==> config.mk <==
export PLATFORM = sky130hd
export DESIGN_NAME = adc_clock_source_and_dividers
export DESIGN_NICKNAME = d
export VERILOG_FILES = /design/src/hdl/adc_clock_pkg.sv /design/src/hdl/clock_edge_divider.sv /design/src/hdl/adc_clock_source_and_dividers.sv
export VERILOG_INCLUDE_DIRS = /design/src /design/src/hdl
export SDC_FILE = /design/constraint.sdc
export NUM_CORES = 1
export LEC_CHECK = 0
export BUFFER_PORTS_ARGS = -buffer_cell sky130_fd_sc_hd__clkbuf_2
export CORE_MARGIN = 3
export CORE_UTILIZATION = 58
export CTS_CLUSTER_DIAMETER = 60
export DETAILED_ROUTE_END_ITERATION = 8
export PLACE_DENSITY = 0.86
export SLEW_MARGIN = 20
export SYNTH_ARGS = -nofsm -noshare
export SYNTH_HDL_FRONTEND = slang
export SYNTH_SLANG_ARGS = --single-unit
export TNS_END_PERCENT = 30
==> constraint.sdc <==
create_clock -name hclk -period 9 [get_ports hclk]
set_input_delay 0.45 -clock hclk [delete_from_list [all_inputs] [get_ports hclk]]
set_output_delay 0.45 -clock hclk [all_outputs]
set_load 0.01 [all_outputs]
==> src/hdl/adc_clock_consts.svh <==
`ifndef ADC_CLOCK_CONSTS_SVH
`define ADC_CLOCK_CONSTS_SVH
// ----------------------------------------------------------------
// register byte offsets
// ----------------------------------------------------------------
`define OFS_CLOCK_CONFIG_FIRST 8'h00
`define OFS_CLOCK_CONFIG_SECOND 8'h04
`define OFS_CHANNEL_GAIN 8'h08
`define OFS_CHANNEL_POWER 8'h0C
`define OFS_CLOCK_STATUS 8'h10
// ----------------------------------------------------------------
// field positions and widths
// ----------------------------------------------------------------
`define SRC_SELECT_BIT 7
`define MDIV_LSB 0
`define MDIV_W 3
`define SDIV_LSB 5
`define SDIV_W 3
`define OSR_LSB 0
`define OSR_W 4
`define GAIN_W 3
`define CHANNELS 4
`define GAIN_LEVELS 3'h5
`define RATIO_W 13
// ----------------------------------------------------------------
// reset values
// ----------------------------------------------------------------
`define RST_CLOCK_CONFIG_FIRST 8'h00
`define RST_CLOCK_CONFIG_SECOND 8'h00
`define RST_GAIN 3'h0
`define RST_POWER 4'h0
// ----------------------------------------------------------------
// oversampling ratios, modulator clocks per output word
// ----------------------------------------------------------------
`define OSR_R0 13'h1000
`define OSR_R1 13'h07DE
`define OSR_R2 13'h0400
`define OSR_R3 13'h0320
`define OSR_R4 13'h0300
`define OSR_R5 13'h0200
`define OSR_R6 13'h0190
`define OSR_R7 13'h0180
`define OSR_R8 13'h0100
`define OSR_R9 13'h00C8
`define OSR_R10 13'h00C0
`define OSR_R11 13'h0080
`define OSR_R12 13'h0060
`define OSR_R13 13'h0040
`define OSR_R14 13'h0030
`define OSR_R15 13'h0020
`endif

==> src/hdl/adc_clock_pkg.sv <==
package adc_clock_pkg;
  typedef enum logic [1:0] {
    MODE_ASYNC_INT = 2'b00,
    MODE_SYNC_MASTER = 2'b01,
    MODE_SYNC_SLAVE = 2'b10
  } if_mode_t;
endpackage

==> src/hdl/clock_edge_divider.sv <==
`timescale 1ns/1ps
`default_nettype none
`include "adc_clock_consts.svh"
module clock_edge_divider (
  input wire logic hclk, // system clock
  input wire logic hresetn, // async reset, active low
  input wire logic edge_in, // one pulse per source clock edge
  input wire logic [`RATIO_W-1:0] ratio, // source edges per output edge
  output logic clk_out, // divided clock level
  output logic edge_out, // pulse per divided clock edge
  output logic rise_out // pulse per divided clock rising edge
);
  logic [`RATIO_W-1:0] cnt_q;
  logic wrap;

  // counting both edges keeps a 50% duty cycle for odd ratios too
  assign wrap = (cnt_q >= ratio - `RATIO_W'(1));

  always_ff @(posedge hclk or negedge hresetn) begin
    if (!hresetn) begin
      cnt_q <= '0;
    end else if (edge_in) begin
      cnt_q <= wrap ? '0 : cnt_q + `RATIO_W'(1);
    end
  end

  // output only ever changes from a flop, so it cannot glitch
  always_ff @(posedge hclk or negedge hresetn) begin
    if (!hresetn) begin
      clk_out <= 1'b0;
      edge_out <= 1'b0;
      rise_out <= 1'b0;
    end else begin
      edge_out <= edge_in && wrap;
      rise_out <= edge_in && wrap && !clk_out;
      if (edge_in && wrap) begin
        clk_out <= !clk_out;
      end
    end
  end
endmodule
`default_nettype wire

==> src/hdl/adc_clock_source_and_dividers.sv <==
`timescale 1ns/1ps
`default_nettype none
`include "adc_clock_consts.svh"
module adc_clock_source_and_dividers (
  input wire logic hclk, // 20 MHz bus and logic clock
  input wire logic hresetn, // async reset, active low
  input wire logic hsel, // slave select
  input wire logic [31:0] haddr, // byte address
  input wire logic [1:0] htrans, // transfer type
  input wire logic hwrite, // write when high
  input wire logic [2:0] hsize, // only word transfers used
  input wire logic [31:0] hwdata, // write data
  input wire logic hready, // bus ready
  output logic [31:0] hrdata, // read data
  output logic hreadyout, // always ready
  output logic hresp, // always okay
  input wire logic ext_master_clock_in, // master clock or crystal
  input wire logic [1:0] interface_mode_pin, // decoded mode strap
  input wire logic sclk_in, // serial clock from host
  output logic sclk_out, // serial clock toward host
  output logic sclk_oe, // serial clock driven when high
  output logic internal_system_clock, // system clock level
  output logic modulator_clock, // modulator clock level
  output logic mod_sample_tick, // modulator sample pulse
  output logic filter_tick, // decimation filter step pulse
  output logic data_ready_strobe, // one pulse per output word
  output logic [3:0] channel_power_en, // channel power enables
  output logic [11:0] channel_gain // 3-bit gain code per channel
);
  // ----------------------------------------------------------------
  // bus slave
  // ----------------------------------------------------------------
  logic wr_q;
  logic [7:0] addr_q;
  logic addr_ok;
  logic [7:0] cfg1_q, cfg1_d, cfg2_q, cfg2_d;
  logic [3:0] pwr_q, pwr_d;
  logic [`GAIN_W-1:0] gain_q [`CHANNELS];
  logic [`GAIN_W-1:0] gain_d [`CHANNELS];
  logic [11:0] gain_all_d;
  logic [31:0] rd_mux;
  logic [31:0] hrdata_q;
  logic [5:0] status;

  assign addr_ok = hsel && htrans[1] && hready;
  assign hreadyout = 1'b1;
  assign hresp = 1'b0;
  assign hrdata = hrdata_q;

  always_ff @(posedge hclk or negedge hresetn) begin
    if (!hresetn) begin
      wr_q <= 1'b0;
      addr_q <= 8'h00;
    end else begin
      wr_q <= addr_ok && hwrite;
      addr_q <= {haddr[7:2], 2'b00};
    end
  end

  // next values feed the read mux, so a read right after a write
  // already sees the written value
  always_comb begin
    cfg1_d = cfg1_q;
    cfg2_d = cfg2_q;
    pwr_d = pwr_q;
    if (wr_q && addr_q == `OFS_CLOCK_CONFIG_FIRST) begin
      cfg1_d = hwdata[7:0];
      if (|pwr_q) begin
        // source stays put while channels run
        cfg1_d[`SRC_SELECT_BIT] = cfg1_q[`SRC_SELECT_BIT];
      end
    end
    if (wr_q && addr_q == `OFS_CLOCK_CONFIG_SECOND) begin
      cfg2_d = hwdata[7:0];
    end
    if (wr_q && addr_q == `OFS_CHANNEL_POWER) begin
      pwr_d = hwdata[3:0];
    end
  end

  genvar ch;
  generate
    for (ch = 0; ch < `CHANNELS; ch++) begin : g_gain
      logic [`GAIN_W-1:0] wfield;
      assign wfield = hwdata[ch*`GAIN_W +: `GAIN_W];
      // codes beyond the five legal gains are dropped
      assign gain_d[ch] = (wr_q && addr_q == `OFS_CHANNEL_GAIN &&
                           wfield < `GAIN_LEVELS) ? wfield : gain_q[ch];
      always_ff @(posedge hclk or negedge hresetn) begin
        if (!hresetn) begin
          gain_q[ch] <= `RST_GAIN;
        end else begin
          gain_q[ch] <= gain_d[ch];
        end
      end
      assign gain_all_d[ch*`GAIN_W +: `GAIN_W] = gain_d[ch];
      assign channel_gain[ch*`GAIN_W +: `GAIN_W] = gain_q[ch];

    end
  endgenerate

  always_ff @(posedge hclk or negedge hresetn) begin
    if (!hresetn) begin
      cfg1_q <= `RST_CLOCK_CONFIG_FIRST;
      cfg2_q <= `RST_CLOCK_CONFIG_SECOND;
      pwr_q <= `RST_POWER;
    end else begin
      cfg1_q <= cfg1_d;
      cfg2_q <= cfg2_d;
      pwr_q <= pwr_d;
    end
  end
  assign channel_power_en = pwr_q;

  always_comb begin
    unique case (haddr[7:0])
      `OFS_CLOCK_CONFIG_FIRST: rd_mux = {24'h0000_00, cfg1_d};
      `OFS_CLOCK_CONFIG_SECOND: rd_mux = {24'h0000_00, cfg2_d};
      `OFS_CHANNEL_GAIN: rd_mux = {20'h0000_0, gain_all_d};
      `OFS_CHANNEL_POWER: rd_mux = {28'h0000_000, pwr_d};
      `OFS_CLOCK_STATUS: rd_mux = {26'h0000_000, status};
      default: rd_mux = 32'h0000_0000;
    endcase
  end

  always_ff @(posedge hclk or negedge hresetn) begin
    if (!hresetn) begin
      hrdata_q <= 32'h0000_0000;
    end else if (addr_ok && !hwrite) begin
      hrdata_q <= rd_mux;
    end
  end

  // ----------------------------------------------------------------
  // source selection
  // ----------------------------------------------------------------
  adc_clock_pkg::if_mode_t mode;
  logic sel_sclk;
  logic mclk_prev_q, sclk_prev_q;
  logic mclk_edge, sclk_edge, sys_edge;
  logic mdiv_edge, mod_edge;
  logic internal_system_clock_q;
  logic data_clk;
  logic [`RATIO_W-1:0] osr_ratio;

  always_comb begin
    unique case (interface_mode_pin)
      2'b01: mode = adc_clock_pkg::MODE_SYNC_MASTER;
      2'b10: mode = adc_clock_pkg::MODE_SYNC_SLAVE;
      default: mode = adc_clock_pkg::MODE_ASYNC_INT;
    endcase
  end

  // the serial clock is only honoured in slave mode
  assign sel_sclk = cfg1_q[`SRC_SELECT_BIT] &&
                    mode == adc_clock_pkg::MODE_SYNC_SLAVE;

  always_ff @(posedge hclk or negedge hresetn) begin
    if (!hresetn) begin
      mclk_prev_q <= 1'b0;
      sclk_prev_q <= 1'b0;
    end else begin
      mclk_prev_q <= ext_master_clock_in;
      sclk_prev_q <= sclk_in;
    end
  end
  assign mclk_edge = ext_master_clock_in ^ mclk_prev_q;
  assign sclk_edge = sclk_in ^ sclk_prev_q;

  clock_edge_divider u_master_div (
    .hclk(hclk),
    .hresetn(hresetn),
    .edge_in(mclk_edge),
    .ratio(`RATIO_W'(cfg1_q[`MDIV_LSB +: `MDIV_W]) + `RATIO_W'(1)),
    .clk_out(),
    .edge_out(mdiv_edge),
    .rise_out()
  );

  // serial clock bypasses the master divider in slave mode with the source select bit set
  assign sys_edge = sel_sclk ? sclk_edge : mdiv_edge;

  always_ff @(posedge hclk or negedge hresetn) begin
    if (!hresetn) begin
      internal_system_clock_q <= 1'b0;
    end else if (sys_edge) begin
      internal_system_clock_q <= !internal_system_clock_q;
    end
  end
  assign internal_system_clock = internal_system_clock_q;

  // master mode hands the system clock to the host
  assign sclk_oe = (mode == adc_clock_pkg::MODE_SYNC_MASTER);
  assign sclk_out = internal_system_clock_q;

  // ----------------------------------------------------------------
  // modulator clock and data rate
  // ----------------------------------------------------------------
  clock_edge_divider u_mod_div (
    .hclk(hclk),
    .hresetn(hresetn),
    .edge_in(sys_edge),
    .ratio(`RATIO_W'(cfg2_q[`SDIV_LSB +: `SDIV_W]) + `RATIO_W'(1)),
    .clk_out(modulator_clock),
    .edge_out(mod_edge),
    .rise_out(mod_sample_tick)
  );
  assign filter_tick = mod_sample_tick;

  always_comb begin
    unique case (cfg2_q[`OSR_LSB +: `OSR_W])
      4'h0: osr_ratio = `OSR_R0;
      4'h1: osr_ratio = `OSR_R1;
      4'h2: osr_ratio = `OSR_R2;
      4'h3: osr_ratio = `OSR_R3;
      4'h4: osr_ratio = `OSR_R4;
      4'h5: osr_ratio = `OSR_R5;
      4'h6: osr_ratio = `OSR_R6;
      4'h7: osr_ratio = `OSR_R7;
      4'h8: osr_ratio = `OSR_R8;
      4'h9: osr_ratio = `OSR_R9;
      4'hA: osr_ratio = `OSR_R10;
      4'hB: osr_ratio = `OSR_R11;
      4'hC: osr_ratio = `OSR_R12;
      4'hD: osr_ratio = `OSR_R13;
      4'hE: osr_ratio = `OSR_R14;
      4'hF: osr_ratio = `OSR_R15;
    endcase
  end

  // counting modulator edges by the ratio gives one word per ratio periods
  clock_edge_divider u_osr_div (
    .hclk(hclk),
    .hresetn(hresetn),
    .edge_in(mod_edge),
    .ratio(osr_ratio),
    .clk_out(data_clk),
    .edge_out(),
    .rise_out(data_ready_strobe)
  );

  assign status = {data_clk, modulator_clock, internal_system_clock_q, mode, sel_sclk};
endmodule
`default_nettype wire

# Yosys cells after proc, flatten, opt, wreduce, memory -nomap -nowiden
# Memory sizes are Yosys's and may differ from the RTL's.
# Cells that the tools add are included.
dict set report classes {
  reduce_logical 25
  magnitude_cmp 7
  muxes 14
  add_sub_neg 8
  bitwise_logic 2
  n_eq_ne 11
}
# cell n
set op_table {}
lappend op_table {{one-hot mux 12 bit (5 select lines)} 1}
lappend op_table {{adder 13 x 1 -> 13 bit, second input constant} 3}
lappend op_table {{greater-or-equal comparator 13 bit} 3}
lappend op_table {{2-to-1 mux 13 bit} 3}
lappend op_table {{logical AND 1 bit} 18}
lappend op_table {{== test 8 x 4 -> 1 bit, second input constant} 2}
lappend op_table {{zero test 8 bit} 2}
lappend op_table {{2-to-1 mux 8 bit} 2}
lappend op_table {{subtractor 13 x 1 -> 13 bit, second input constant} 1}
lappend op_table {{== test 6 x 2 -> 1 bit, second input constant} 2}
lappend op_table {{< comparator 3 bit, second input constant} 4}
lappend op_table {{2-to-1 mux 3 bit} 4}
lappend op_table {{subtractor 4 x 1 -> 5 bit, second input constant} 2}
lappend op_table {{adder 3 x 1 -> 4 bit, second input constant} 2}
lappend op_table {{== test 8 x 3 -> 1 bit, second input constant} 1}
lappend op_table {{== test 8 x 5 -> 1 bit, second input constant} 1}
lappend op_table {{== test 6 x 1 -> 1 bit, second input constant} 1}
lappend op_table {{== test 2 x 1 -> 1 bit, second input constant} 2}
lappend op_table {{== test 2 bit, second input constant} 2}
lappend op_table {{zero test 1 bit} 4}
lappend op_table {{2-to-1 mux 4 bit} 1}
lappend op_table {{one-hot mux 2 bit (2 select lines)} 1}
lappend op_table {{OR reduction 4 bit} 1}
lappend op_table {{2-to-1 mux 1 bit} 2}
lappend op_table {{bitwise XOR 1 bit} 2}
dict set report word_totals {
  n_memories 1
  out_inout_bits 57
  ff_bits 119
  mem_bits_ro 176
  inputBits 78
}
# memory words word_bits read_ports rd_clocked_by_memory_dff wr line_no
set memory_table {}
lappend memory_table {{(name not given)} 16 11 1 0 0 adc_clock_source_and_dividers.sv:211} ;# unique case (cfg2_q[`OSR_LSB +: `OSR_W])

# Longest topological paths before layout
# Gate-level depths: netlist of the first run.
dict set report logic_depth {
  depth_word 7
  mapped_depth 16
}

# Hierarchy
# From an unflattened synthesis of the first run, not the netlist that was laid out.
dict set report hier_totals {
  hier_cells 708
  area_unflattened_um2 6588.8
}
# module area_per_inst_um2 cells_each seq_area_each_um2 instances
set by_module_without_submodules {}
lappend by_module_without_submodules {clock_edge_divider 1208.7 136 400.4 3}
lappend by_module_without_submodules {adc_clock_source_and_dividers 2962.8 300 1351.3 1}

# Worst setup path after synthesis of the first run
# OpenSTA, ideal clock, no wires.
dict set report synth_path {
  path_kind {reg2reg}
  start {register cfg2_q[1]}
  end {register u_osr_div.cnt_q[3]}
  path_buffers 1
  path_stages_with_launch 14
  arrival_ps 3238
  path_slack_ps 5667
  setup_time_ps 95
  cell_sequence {dfrtp_1 -> inv_1 -> ha_1 -> clkbuf_1 -> o32ai_1 -> o21ai_0 -> nor2_1 -> xor2_1 -> ha_1 -> and3_1 -> a221o_1 -> a311oi_2 -> o21ai_1 -> o31ai_1}
}
dict set report synth_via {
  elab_chain_cells 4
}
# element line_no
set synth_rtl {}
lappend synth_rtl {{start: declaration} adc_clock_source_and_dividers.sv:36} ;# logic [7:0] cfg1_q, cfg1_d, cfg2_q, cfg2_d;
lappend synth_rtl {{start signal: assignment} adc_clock_source_and_dividers.sv:105} ;# cfg2_q <= `RST_CLOCK_CONFIG_SECOND;
lappend synth_rtl {{start signal: assignment} adc_clock_source_and_dividers.sv:109} ;# cfg2_q <= cfg2_d;
lappend synth_rtl {{memory (16 x 11 bit)} n/a}
lappend synth_rtl {{subtractor 13 x 1 -> 13 bit} clock_edge_divider.sv:17} ;# assign wrap = (cnt_q >= ratio - `RATIO_W'(1));
lappend synth_rtl {{greater-or-equal comparator 13 bit} clock_edge_divider.sv:17}
lappend synth_rtl {{2-to-1 mux 13 bit} clock_edge_divider.sv:23} ;# cnt_q <= wrap ? '0 : cnt_q + `RATIO_W'(1);
lappend synth_rtl {{end signal: assignment} clock_edge_divider.sv:23}
lappend synth_rtl {{end: declaration} clock_edge_divider.sv:13} ;# logic [`RATIO_W-1:0] cnt_q;
# No other way between the ends.
# A chain may end at the register's enable or synchronous reset.

# Worst setup path after layout of the first run
# Same ends and word-level chain as after synthesis.

==> results of run 1 <==
## what timing repair did
action,in CTS,in global routing
gates resized for setup,0,0
setup buffers,0,0
hold buffers,1,0
endpoints found under the hold margin,7,0
## logic make-up (layout without fill, tap and decap cells)
logic type               count (synthesis)  after routing  synth area share
AND/OR/NAND/NOR                        181            181             0.180
AO/OA/AOI/OAI                          116            116             0.148
flip-flops                              99             99             0.466
buffers and inverters                   51             99            0.0539
adder cells (fa/ha/maj)                 28             28            0.0660
multiplexers                            24             24            0.0506
XOR/XNOR                                20             20            0.0330
other                                    2             22           0.00141
## per-stage QoR
step / std cells / area, um^2 / worst slack [ns]
3_5_place_dp: 680 / 5630 / 5.29
6_report: 697 / 5860 / 5.19
2_1_floorplan: 541 / 5390 / 5.67
3_3_place_gp: 680 / 5630 / 5.35
5_1_grt: 697 / 5860 / 4.92
4_1_cts: 697 / 5860 / 5.24
## sequential cells by signal, summed over array words and instances (netlist names), 4 cells and up
signal,count
cfg2_q,8
channel_gain,12
channel_power_en,4
hrdata,12
u_osr_div.cnt_q,13
u_master_div.cnt_q,13
addr_q,6
cfg1_q,8
u_mod_div.cnt_q,13
## power groups by stage
stage / logic [uW] / registers [uW] / clock network, uW
final: 182 / 526 / 305
after global routing: 206 / 531 / 330
after CTS: 182 / 525 / 313
after detailed placement: 180 / 533 / 0
after global placement: 171 / 531 / 0
after floorplan: 129 / 524 / 0
## metal layers
layer / routed length [um] / GRT usage / up-vias / part of all wire
met5: 0 / 0 / - / 0
met4: 92 / 0.0470 / 0 / 0.0083
met3: 654 / 0.0544 / 8 / 0.059
met2: 5590 / 0.388 / 128 / 0.50
met1: 4790 / 0.297 / 1999 / 0.43
li1: - / - / 1952 / -
## worst max-delay path, cell delays in order, from the launching register on
cell	delay, ns
dfrtp_1	0.48
inv_1	0.13
ha_1	0.23
nor2_1	0.11
nor2_1	0.04
o32ai_1	0.37
o21ai_0	0.23
nor2_1	0.16
xor2_1	0.16
ha_1	0.25
and3_1	0.17
a221o_1	0.36
a311oi_2	0.49
o21ai_1	0.23
o31ai_1	0.28
## layout make-up
cell class	count	area (um^2)	area share
clock buffer	9	124	0.0211
inverter	17	63.8	0.0109
sequential	99	2480	0.423
multi-input combinational	391	2620	0.448
clock inverter	7	93.8	0.0160
timing repair buffer	66	340	0.0581
tap	108	135	0.0231
## layout by cell type (no fill, tap or decap), types with 12 or more instances in the layout
cell type / n
conb_1: 22
clkbuf_2: 63
a21oi_1: 28
o21ai_0: 22
mux2_2: 19
ha_1: 28
nor2_1: 62
xor2_1: 15
dfrtp_1: 99
and3_1: 12
nand2_1: 31
inv_1: 17
## worst max path at each step
stage / cells after the start / end
6_report: 14 / u_osr_div.cnt_q[3]
5_1_grt: 12 / u_osr_div.cnt_q[3]
4_1_cts: 12 / u_osr_div.cnt_q[3]
3_5_place_dp: 12 / u_osr_div.cnt_q[3]
3_3_place_gp: 14 / u_osr_div.cnt_q[3]
2_1_floorplan: 13 / u_osr_div.cnt_q[3]
==> flow_metrics.py, run 1 <==
metrics = {
    "floorplan": {
        "initial_core_util": 0.603,
        "num_io_pins": 135,
        "dieArea_um2": 10300,
        "die_h_um": 102,
        "die_w_um": 102,
        "core_area_um2": 8810,
        "fp-row-count": 34,
    },
    "routing": {
        "drt-initial-drc-count": 237,
        "postRouteAntennaNets": 0,
        "vias": 4087,
        "wire_per_inst_um": 16.0,
        "firstDrtPassIters": 4,
        "finalWirelength_um": 11100,
        "vias_per_cell": 5.86,
        "drc": 0,
    },
    "clock_network": {
        "numCtsBuffers": 9,
        "tritoncts": "done",
        "worstSkewPairLatency_ns": 0.37,
        "clock_sinks": 99,
        "cts_root_buf": "clkbuf_8",
        "clk_path_buf_depth": 2,
        "h-tree-depth": 3,
        "path_clk_slew_ns": 0.10,
    },
    "sta": {
        "tns_ns": 0,
        "slew_headroom": 0.360,
        "fin_crit_ns": 3.81,
        "period_share": 0.423,
        "grt_setup_unrepaired": "false",
        "whs_ns": 0.203,
        "finalSetupViolCount": 0,
        "tightest_slew_ns": 0.959,
        "finalHoldViolCount": 0,
        "max_freq_ghz": 0.263,
        "drv_slew": 0,
        "clock_skew_ns": 0.0107,
    },
    "pwr": {
        "comb_power_share": 0.180,
        "pwr-share-seq": 0.519,
        "total_power_uw": 1010,
        "switchingPower_uw": 323,
        "power.share.clock": 0.301,
        "p_int_uw": 689,
        "peakVddDrop_uv": 120,
        "powerDensity_nw_per_um2": 173,
        "p_leak_uw": 0.00289,
        "swShare": 0.319,
    },
    "hold_path": {
        "holdPathEnd": "addr_q[5]",
        "hp-start": "haddr[5]",
        "hold_depth": 1,
        "worstHoldPathType": "primary input to flip-flop",
    },
    "yosys": {
        "yosys.cell_count.top_type": "dfrtp_1",
        "synth-edff-count": 0,
        "ys_ff_latch": 99,
        "avgSynthCellArea_um2": 10.2,
        "async_flop_share": 1.00,
        "yosys-top-cells-area": "dfrtp_1, ha_1, nor2_1, mux2_2, buf_4",
        "ys_warn_count": 0,
        "synthDominantCellAreaShare": 0.466,
        "yosys-top-cells-count": "dfrtp_1, nor2_1, nand2_1",
        "seq_area_frac_synth": 0.466,
        "synthCells": 521,
        "synth_ff_type": "dfrtp_1",
        "ys_types": 64,
        "synth_top_area_cell": "dfrtp_1",
        "syn_area_um2": 5310,
    },
    "global_routing": {
        "grt-ovfl-total": 0,
        "grt_pass1_wl_um": 18700,
        "antenna_found_initial": 0,
        "grt_max_degree": 71,
        "grt_pass1_vias": 3983,
        "grt.total_usage": 0.227,
    },
    "final_layout": {
        "fill_cells": 692,
        "syn_to_final_growth_pct": 10.3,
        "n_antenna_cell": 0,
        "nets": 690,
        "drive_above_1_share": 0.188,
        "final_util": 0.665,
    },
    "critical_path": {
        "cp-startpoint": "cfg2_q[1]",
        "reg2reg_from": "cfg2_q[1]",
        "path_max_fanout": 8,
        "critPathCaptureType": "flip-flop",
        "cp-start-kind": "flip-flop",
        "r2r-end": "u_osr_div.cnt_q[3]",
        "ff2ff_path_depth": 14,
        "required_ns": 9.27,
        "worstPathArrival_ns": 4.08,
        "ff2ff_setup_slack_ns": 5.19,
        "path_class": "flip-flop to flip-flop",
    },
    "run_status": {
        "status": "finished clean",
    },
    "placed_design": {
        "port_buffers": 64,
        "post-dp-hpwl_um": 8330,
        "routabilityCongestion": 0.867,
    },
    "job": {
        "cap_violations": 0,
    },
}
Note: power is estimated with default switching activity, not from simulation.
==> inputs of run 2 (changes only) <==
CORE_UTILIZATION = 48   (was 58)
PLACE_DENSITY = 0.76   (was 0.86)
clock period = 3.5 ns   (was 9 ns; I/O delays follow)
==> run 2 against run 1 <==
  * Worst hold slack got worse by 0.14 ns
  * Core utilization fell by 9.0 points
  * Cell count rose by 6.5%
  * Die area up 20%
  * Global-route usage decreased by 2.7 points
  * Power grew to 2.5 times the previous value
  * Sequential cell count is the same
  * Register-to-register slack worse by 5.0 ns
  * Sequential power rose to 2.6 times the previous value
  * Non-clock buffer count increased by 20
  * Via count up 2.0%
  * Critical path type unchanged
  * Critical endpoint unchanged
  * Largest cell class unchanged
==> flow_metrics.py, run 2 (synthesis results as in run 1) <==
metrics = {
    "final_layout": {
        "final_common_cell": "dfrtp_1",
        "final_cell_mix": "dfrtp_1, clkbuf_2, nor2_1",
        "seqCellArea_um2": 2480,
        "n_antenna_cell": 0,
        "syn_to_final_growth_pct": 14.4,
        "drive_above_1_share": 0.213,
        "nets": 710,
        "fill_cells": 921,
        "fin_area_um2": 6070,
        "multiInputGateArea_um2": 2660,
        "largestRegisters": "u_master_div.cnt_q: 13 flops, u_mod_div.cnt_q: 13 flops, u_osr_div.cnt_q: 13 flops",
        "final_cell_count_no_fill": 742,
    },
    "critical_path": {
        "path_class": "flip-flop to flip-flop",
        "path_buf_inv": 3,
        "cp-start-kind": "flip-flop",
        "path_max_fanout": 6,
        "worstPathArrival_ns": 3.58,
        "required_ns": 3.77,
        "critPathSlowestCell": "dfrtp_1",
        "critical-path-top-delay-family": "compound AO/OA/AOI/OAI gates",
        "crit_top_cell": "buf_4",
        "crit_path_max_incr_delay_ns": 0.43,
        "crit_chain": "buf_4 -> ha_2 -> buf_4 -> nand2b_1 -> ha_1 -> nand4_1 -> xor2_1 -> ha_1 -> and3_1 -> a221o_1 -> a311oi_2 -> buf_4 -> o21ai_2 -> o31ai_1",
        "critPathCaptureType": "flip-flop",
    },
    "floorplan": {
        "fp-row-count": 37,
        "die_h_um": 111,
        "dieArea_um2": 12400,
        "initial_core_util": 0.503,
        "num_io_pins": 135,
        "die_w_um": 111,
        "core_area_um2": 10600,
    },
    "clock_network": {
        "cts_root_buf": "clkbuf_8",
        "h-tree-depth": 3,
        "clock_sinks": 99,
        "numCtsBuffers": 9,
        "clk_path_buf_depth": 2,
        "worstSkewPairLatency_ns": 0.38,
        "path_clk_slew_ns": 0.09,
        "tritoncts": "done",
    },
    "sta": {
        "finalHoldViolCount": 0,
        "period_share": 0.945,
        "clock_skew_ns": 0.0157,
        "max_freq_ghz": 0.302,
        "fin_crit_ns": 3.31,
        "tightest_slew_ns": 0.886,
        "whs_ns": 0.0613,
        "grt_setup_unrepaired": "false",
        "fin_ws_ns": 0.193,
        "slew_headroom": 0.409,
        "finalSetupViolCount": 0,
        "drv_slew": 0,
        "tns_ns": 0,
    },
    "routing": {
        "firstDrtPassIters": 4,
        "wire_per_inst_um": 16.4,
        "drt-initial-drc-count": 268,
        "finalWirelength_um": 12200,
        "postRouteAntennaNets": 0,
        "vias": 4169,
        "drc": 0,
        "vias_per_cell": 5.62,
    },
    "placed_design": {
        "routabilityCongestion": 0.878,
        "port_buffers": 64,
        "post-dp-hpwl_um": 9200,
        "dp.cells": 719,
        "dp_slack_ns": -0.00517,
        "place_area_um2": 5750,
    },
    "global_routing": {
        "grt_pass1_wl_um": 20500,
        "grt_pass1_vias": 4204,
        "grt-ovfl-total": 0,
        "antenna_found_initial": 0,
        "grt.total_usage": 0.201,
        "grt_max_degree": 53,
    },
    "run_status": {
        "status": "finished clean",
    },
    "pwr": {
        "switchingPower_uw": 799,
        "powerDensity_nw_per_um2": 425,
        "pwr-share-seq": 0.522,
        "swShare": 0.310,
        "p_leak_uw": 0.00298,
        "p_int_uw": 1780,
        "power.share.clock": 0.288,
        "comb_power_share": 0.190,
        "peakVddDrop_uv": 352,
    },
    "job": {
        "cap_violations": 0,
    },
    "hold_path": {
        "worstHoldPathType": "primary input to flip-flop",
    },
}
==> run 2: what timing repair did <==
item,4_1_cts,5_1_grt
hold buffers,9,0
pin swaps,0,2
hold endpoints to repair,58,0
gates resized for setup,1,11
endpoints found under the setup margin,1,13
buffers inserted,1,0
==> run 2: path summary, 6_finish.rpt <==
path                            startpoint                     to  slack, ns  cells past startpoint
worst min-delay path             htrans[1]                   wr_q       0.06                      2
worst max register to register   cfg2_q[0]     u_osr_div.cnt_q[3]       0.19                     14
worst max-delay path             cfg2_q[0]     u_osr_div.cnt_q[3]       0.19                     14
worst min register to register  hrdata[11]             hrdata[11]       0.49                      2
max in group asynchronous          hresetn        channel_gain[7]       2.33                      3
min in group asynchronous          hresetn  u_master_div.cnt_q[8]       0.36                      2
==> run 2: worst reg2reg max path: cells and delay by family (launching register included) <==
kind | cells | cell delay [ns]
and+or+nand+nor | 3 | 0.43
buffers and inverters | 3 | 0.52
xor gates and xnor gates | 1 | 0.18
adders and majority gates | 3 | 0.75
AOI/OAI and AO/OA | 4 | 0.91
DFF | 1 | 0.43
==> run 2: power groups by stage <==
stage	Sequential [uW]	Combinational (uW)	Clock, uW
final	1350	490	744
after global routing	1360	559	802
after CTS	1340	487	762
after detailed placement	1370	474	0
after global placement	1360	455	0
after floorplan	1350	332	0
==> run 2: layout make-up <==
| cell class | instances | share of cell area |
|---|---|---|
| sequential | 99 | 0.408 |
| tap | 136 | 0.0280 |
| clock inverter | 3 | 0.00824 |
| inverter | 17 | 0.0105 |
| clock buffer | 10 | 0.0227 |
| timing repair buffer | 86 | 0.0840 |
| multi-input combinational | 391 | 0.439 |
==> run 2: metrics by stage <==
step | total power, uW | util
final | 2580 | 0.576
after global routing | 2720 | 0.576
after CTS | 2590 | 0.571
after detailed placement | 1840 | 0.544
after global placement | 1820 | 0.544
after floorplan | 1680 | -
==> run 2: per-layer routing <==
layer | part of all wire | track usage | routed length (um)
met2 | 0.49 | 0.335 | 6020
met5 | 0 | 0 | 0
met3 | 0.050 | 0.0464 | 610
met4 | 0.0087 | 0.0430 | 106
met1 | 0.45 | 0.268 | 5440
==> inputs of run 3 (changes only) <==
ABC_AREA = 0   (was not set)
CORE_UTILIZATION = 51   (was 48)
PLACE_DENSITY = 0.78   (was 0.76)
SYNTH_HIERARCHICAL = 1   (was not set)
==> run 3 against run 2 <==
  * The flow now finishes with violations (negative setup slack)
  * Via count is 35% higher
  * Global-route usage rose by 2.1 points
  * Synthesized area grew 22%
  * Maximum frequency down 15%
  * Sequential share of layout area is 9.9 points lower
  * Clock power increased by 33%
  * Core utilization increased by 8.2 points
==> flow_metrics.py, run 3 <==
metrics = {
    "run_status": {
        "status": "finished, violations left",
        "violations": "negative setup slack",
    },
    "clock_network": {
        "tritoncts": "done",
        "clock_sinks": 99,
        "path_clk_slew_ns": 0.08,
        "clk_path_buf_depth": 2,
        "numCtsBuffers": 9,
        "cts_root_buf": "clkbuf_16",
        "h-tree-depth": 3,
        "worstSkewPairLatency_ns": 0.36,
    },
    "critical_path": {
        "critPathCaptureType": "flip-flop",
        "reg2reg_from": "cfg2_q[1]",
        "worstPathArrival_ns": 4.17,
        "cp-start-kind": "flip-flop",
        "r2r-end": "u_osr_div/clk_out",
        "path_class": "flip-flop to flip-flop",
        "required_ns": 3.78,
        "cp-startpoint": "cfg2_q[1]",
        "ff2ff_path_depth": 15,
        "path_max_fanout": 5,
        "ff2ff_setup_slack_ns": -0.39,
    },
    "job": {
        "cap_violations": 0,
    },
    "floorplan": {
        "dieArea_um2": 14100,
        "initial_core_util": 0.532,
        "core_area_um2": 12200,
        "die_h_um": 119,
        "die_w_um": 119,
        "fp-row-count": 40,
        "num_io_pins": 135,
    },
    "placed_design": {
        "place_area_um2": 7470,
        "dp_slack_ns": -0.604,
        "routabilityCongestion": 0.953,
        "port_buffers": 64,
        "post-dp-hpwl_um": 11400,
    },
    "pwr": {
        "powerDensity_nw_per_um2": 380,
        "peakVddDrop_uv": 303,
        "p_leak_uw": 0.00364,
    },
    "final_layout": {
        "nets": 1002,
        "multiInputGateArea_um2": 4090,
        "final_cell_mix": "dfrtp_1, conb_1, clkbuf_2",
        "seqCellArea_um2": 2480,
        "syn_to_final_growth_pct": 23.6,
        "fin_area_um2": 8030,
        "n_antenna_cell": 0,
        "final_common_cell": "dfrtp_1",
        "drive_above_1_share": 0.209,
        "fill_cells": 1037,
        "largestRegisters": "u_master_div/cnt_q: 13 flops, u_mod_div/cnt_q: 13 flops, u_osr_div/cnt_q: 13 flops",
    },
    "sta": {
        "whs_ns": 0.0755,
        "tightest_slew_ns": 0.837,
        "finalSetupViolCount": 27,
        "grt_setup_unrepaired": "true",
        "fin_crit_ns": 3.89,
        "slew_headroom": 0.439,
        "max_freq_ghz": 0.257,
        "clock_skew_ns": 0.0130,
        "period_share": 1.11,
        "drv_slew": 0,
        "finalHoldViolCount": 0,
        "fin_ws_ns": -0.394,
    },
    "routing": {
        "wire_per_inst_um": 14.5,
        "drc": 0,
        "vias": 5643,
        "postRouteAntennaNets": 0,
        "finalWirelength_um": 15200,
        "drt-initial-drc-count": 530,
        "vias_per_cell": 5.40,
        "firstDrtPassIters": 5,
    },
    "global_routing": {
        "grt.total_usage": 0.221,
        "antenna_found_initial": 0,
        "grt_pass1_wl_um": 25800,
        "grt-ovfl-total": 0,
        "grt_max_degree": 44,
        "grt_pass1_vias": 5517,
    },
    "yosys": {
        "ys_warn_count": 6,
        "synthCells": 703,
        "syn_area_um2": 6500,
        "avgSynthCellArea_um2": 9.24,
    },
    "hold_path": {
        "holdPathEnd": "wr_q",
        "hold_depth": 2,
        "hp-start": "htrans[1]",
        "worstHoldPathType": "primary input to flip-flop",
    },
}
[run 3: layout make-up]
type,count,share of cell area
Sequential cell,99,0.309
Timing Repair Buffer,123,0.0997
Clock inverter,7,0.00857
Tap cell,168,0.0262
Inverter,41,0.0192
Clock buffer,9,0.0280
Multi-Input combinational cell,598,0.510
[run 3: where the power goes]
group          internal, uW  switching (uW)
Combinational           301             389
Sequential             1250             124
Clock                   504             485
Total                  2050             999
[run 3: worst max path at each step]
stage,end,slack (ns),cells after the start
after CTS,u_osr_div/clk_out,-0.35,15
after detailed placement,u_osr_div/clk_out,-0.60,15
final,u_osr_div/clk_out,-0.39,15
after global routing,u_osr_div/clk_out,-0.57,15
after floorplan,u_osr_div/clk_out,-0.24,14
after global placement,u_osr_div/clk_out,-0.49,15
[run 3: worst max-delay path, cell delays in order, from the launching register on]
cell and delay, ns:
dfrtp_1 0.40, inv_2 0.09, ha_4 0.18, and2_4 0.13
a21o_1 0.17, or4_4 0.48, or3_4 0.34, or4_4 0.45
nor3_4 0.15, xnor2_1 0.09, ha_1 0.30, nand4_1 0.17
a311o_1 0.37, a21oi_2 0.21, buf_6 0.15, xor2_1 0.13
[run 3: what timing repair did]
item | in CTS | in global routing
hold endpoints to repair | 48 | 0
gates resized for setup | 17 | 15
pin swaps | 17 | 8
setup endpoints to repair | 42 | 45
setup buffers | 2 | 1
cloned | 1 | 0
hold buffers | 8 | 0
[run 3: per-layer routing]
layer / global-route usage / part of all wire / vias to the layer above
met2: 0.366 / 0.49 / 177
met5: 0 / 0 / -
met4: 0.0753 / 0.022 / 0
li1: - / - / 2772
met3: 0.0541 / 0.059 / 31
met1: 0.285 / 0.43 / 2663
[run 3: stage by stage]
stage                     setup TNS [ns]  utilization  total power, uW  std cells
final                              -5.43        0.658             3050       1045
after global routing              -10.08        0.658             3250       1045
after CTS                          -5.18        0.651             3060       1044
after detailed placement          -10.96        0.612             2050       1017
after global placement             -7.97        0.612             2020       1017
after floorplan                    -4.42            -             1840        775
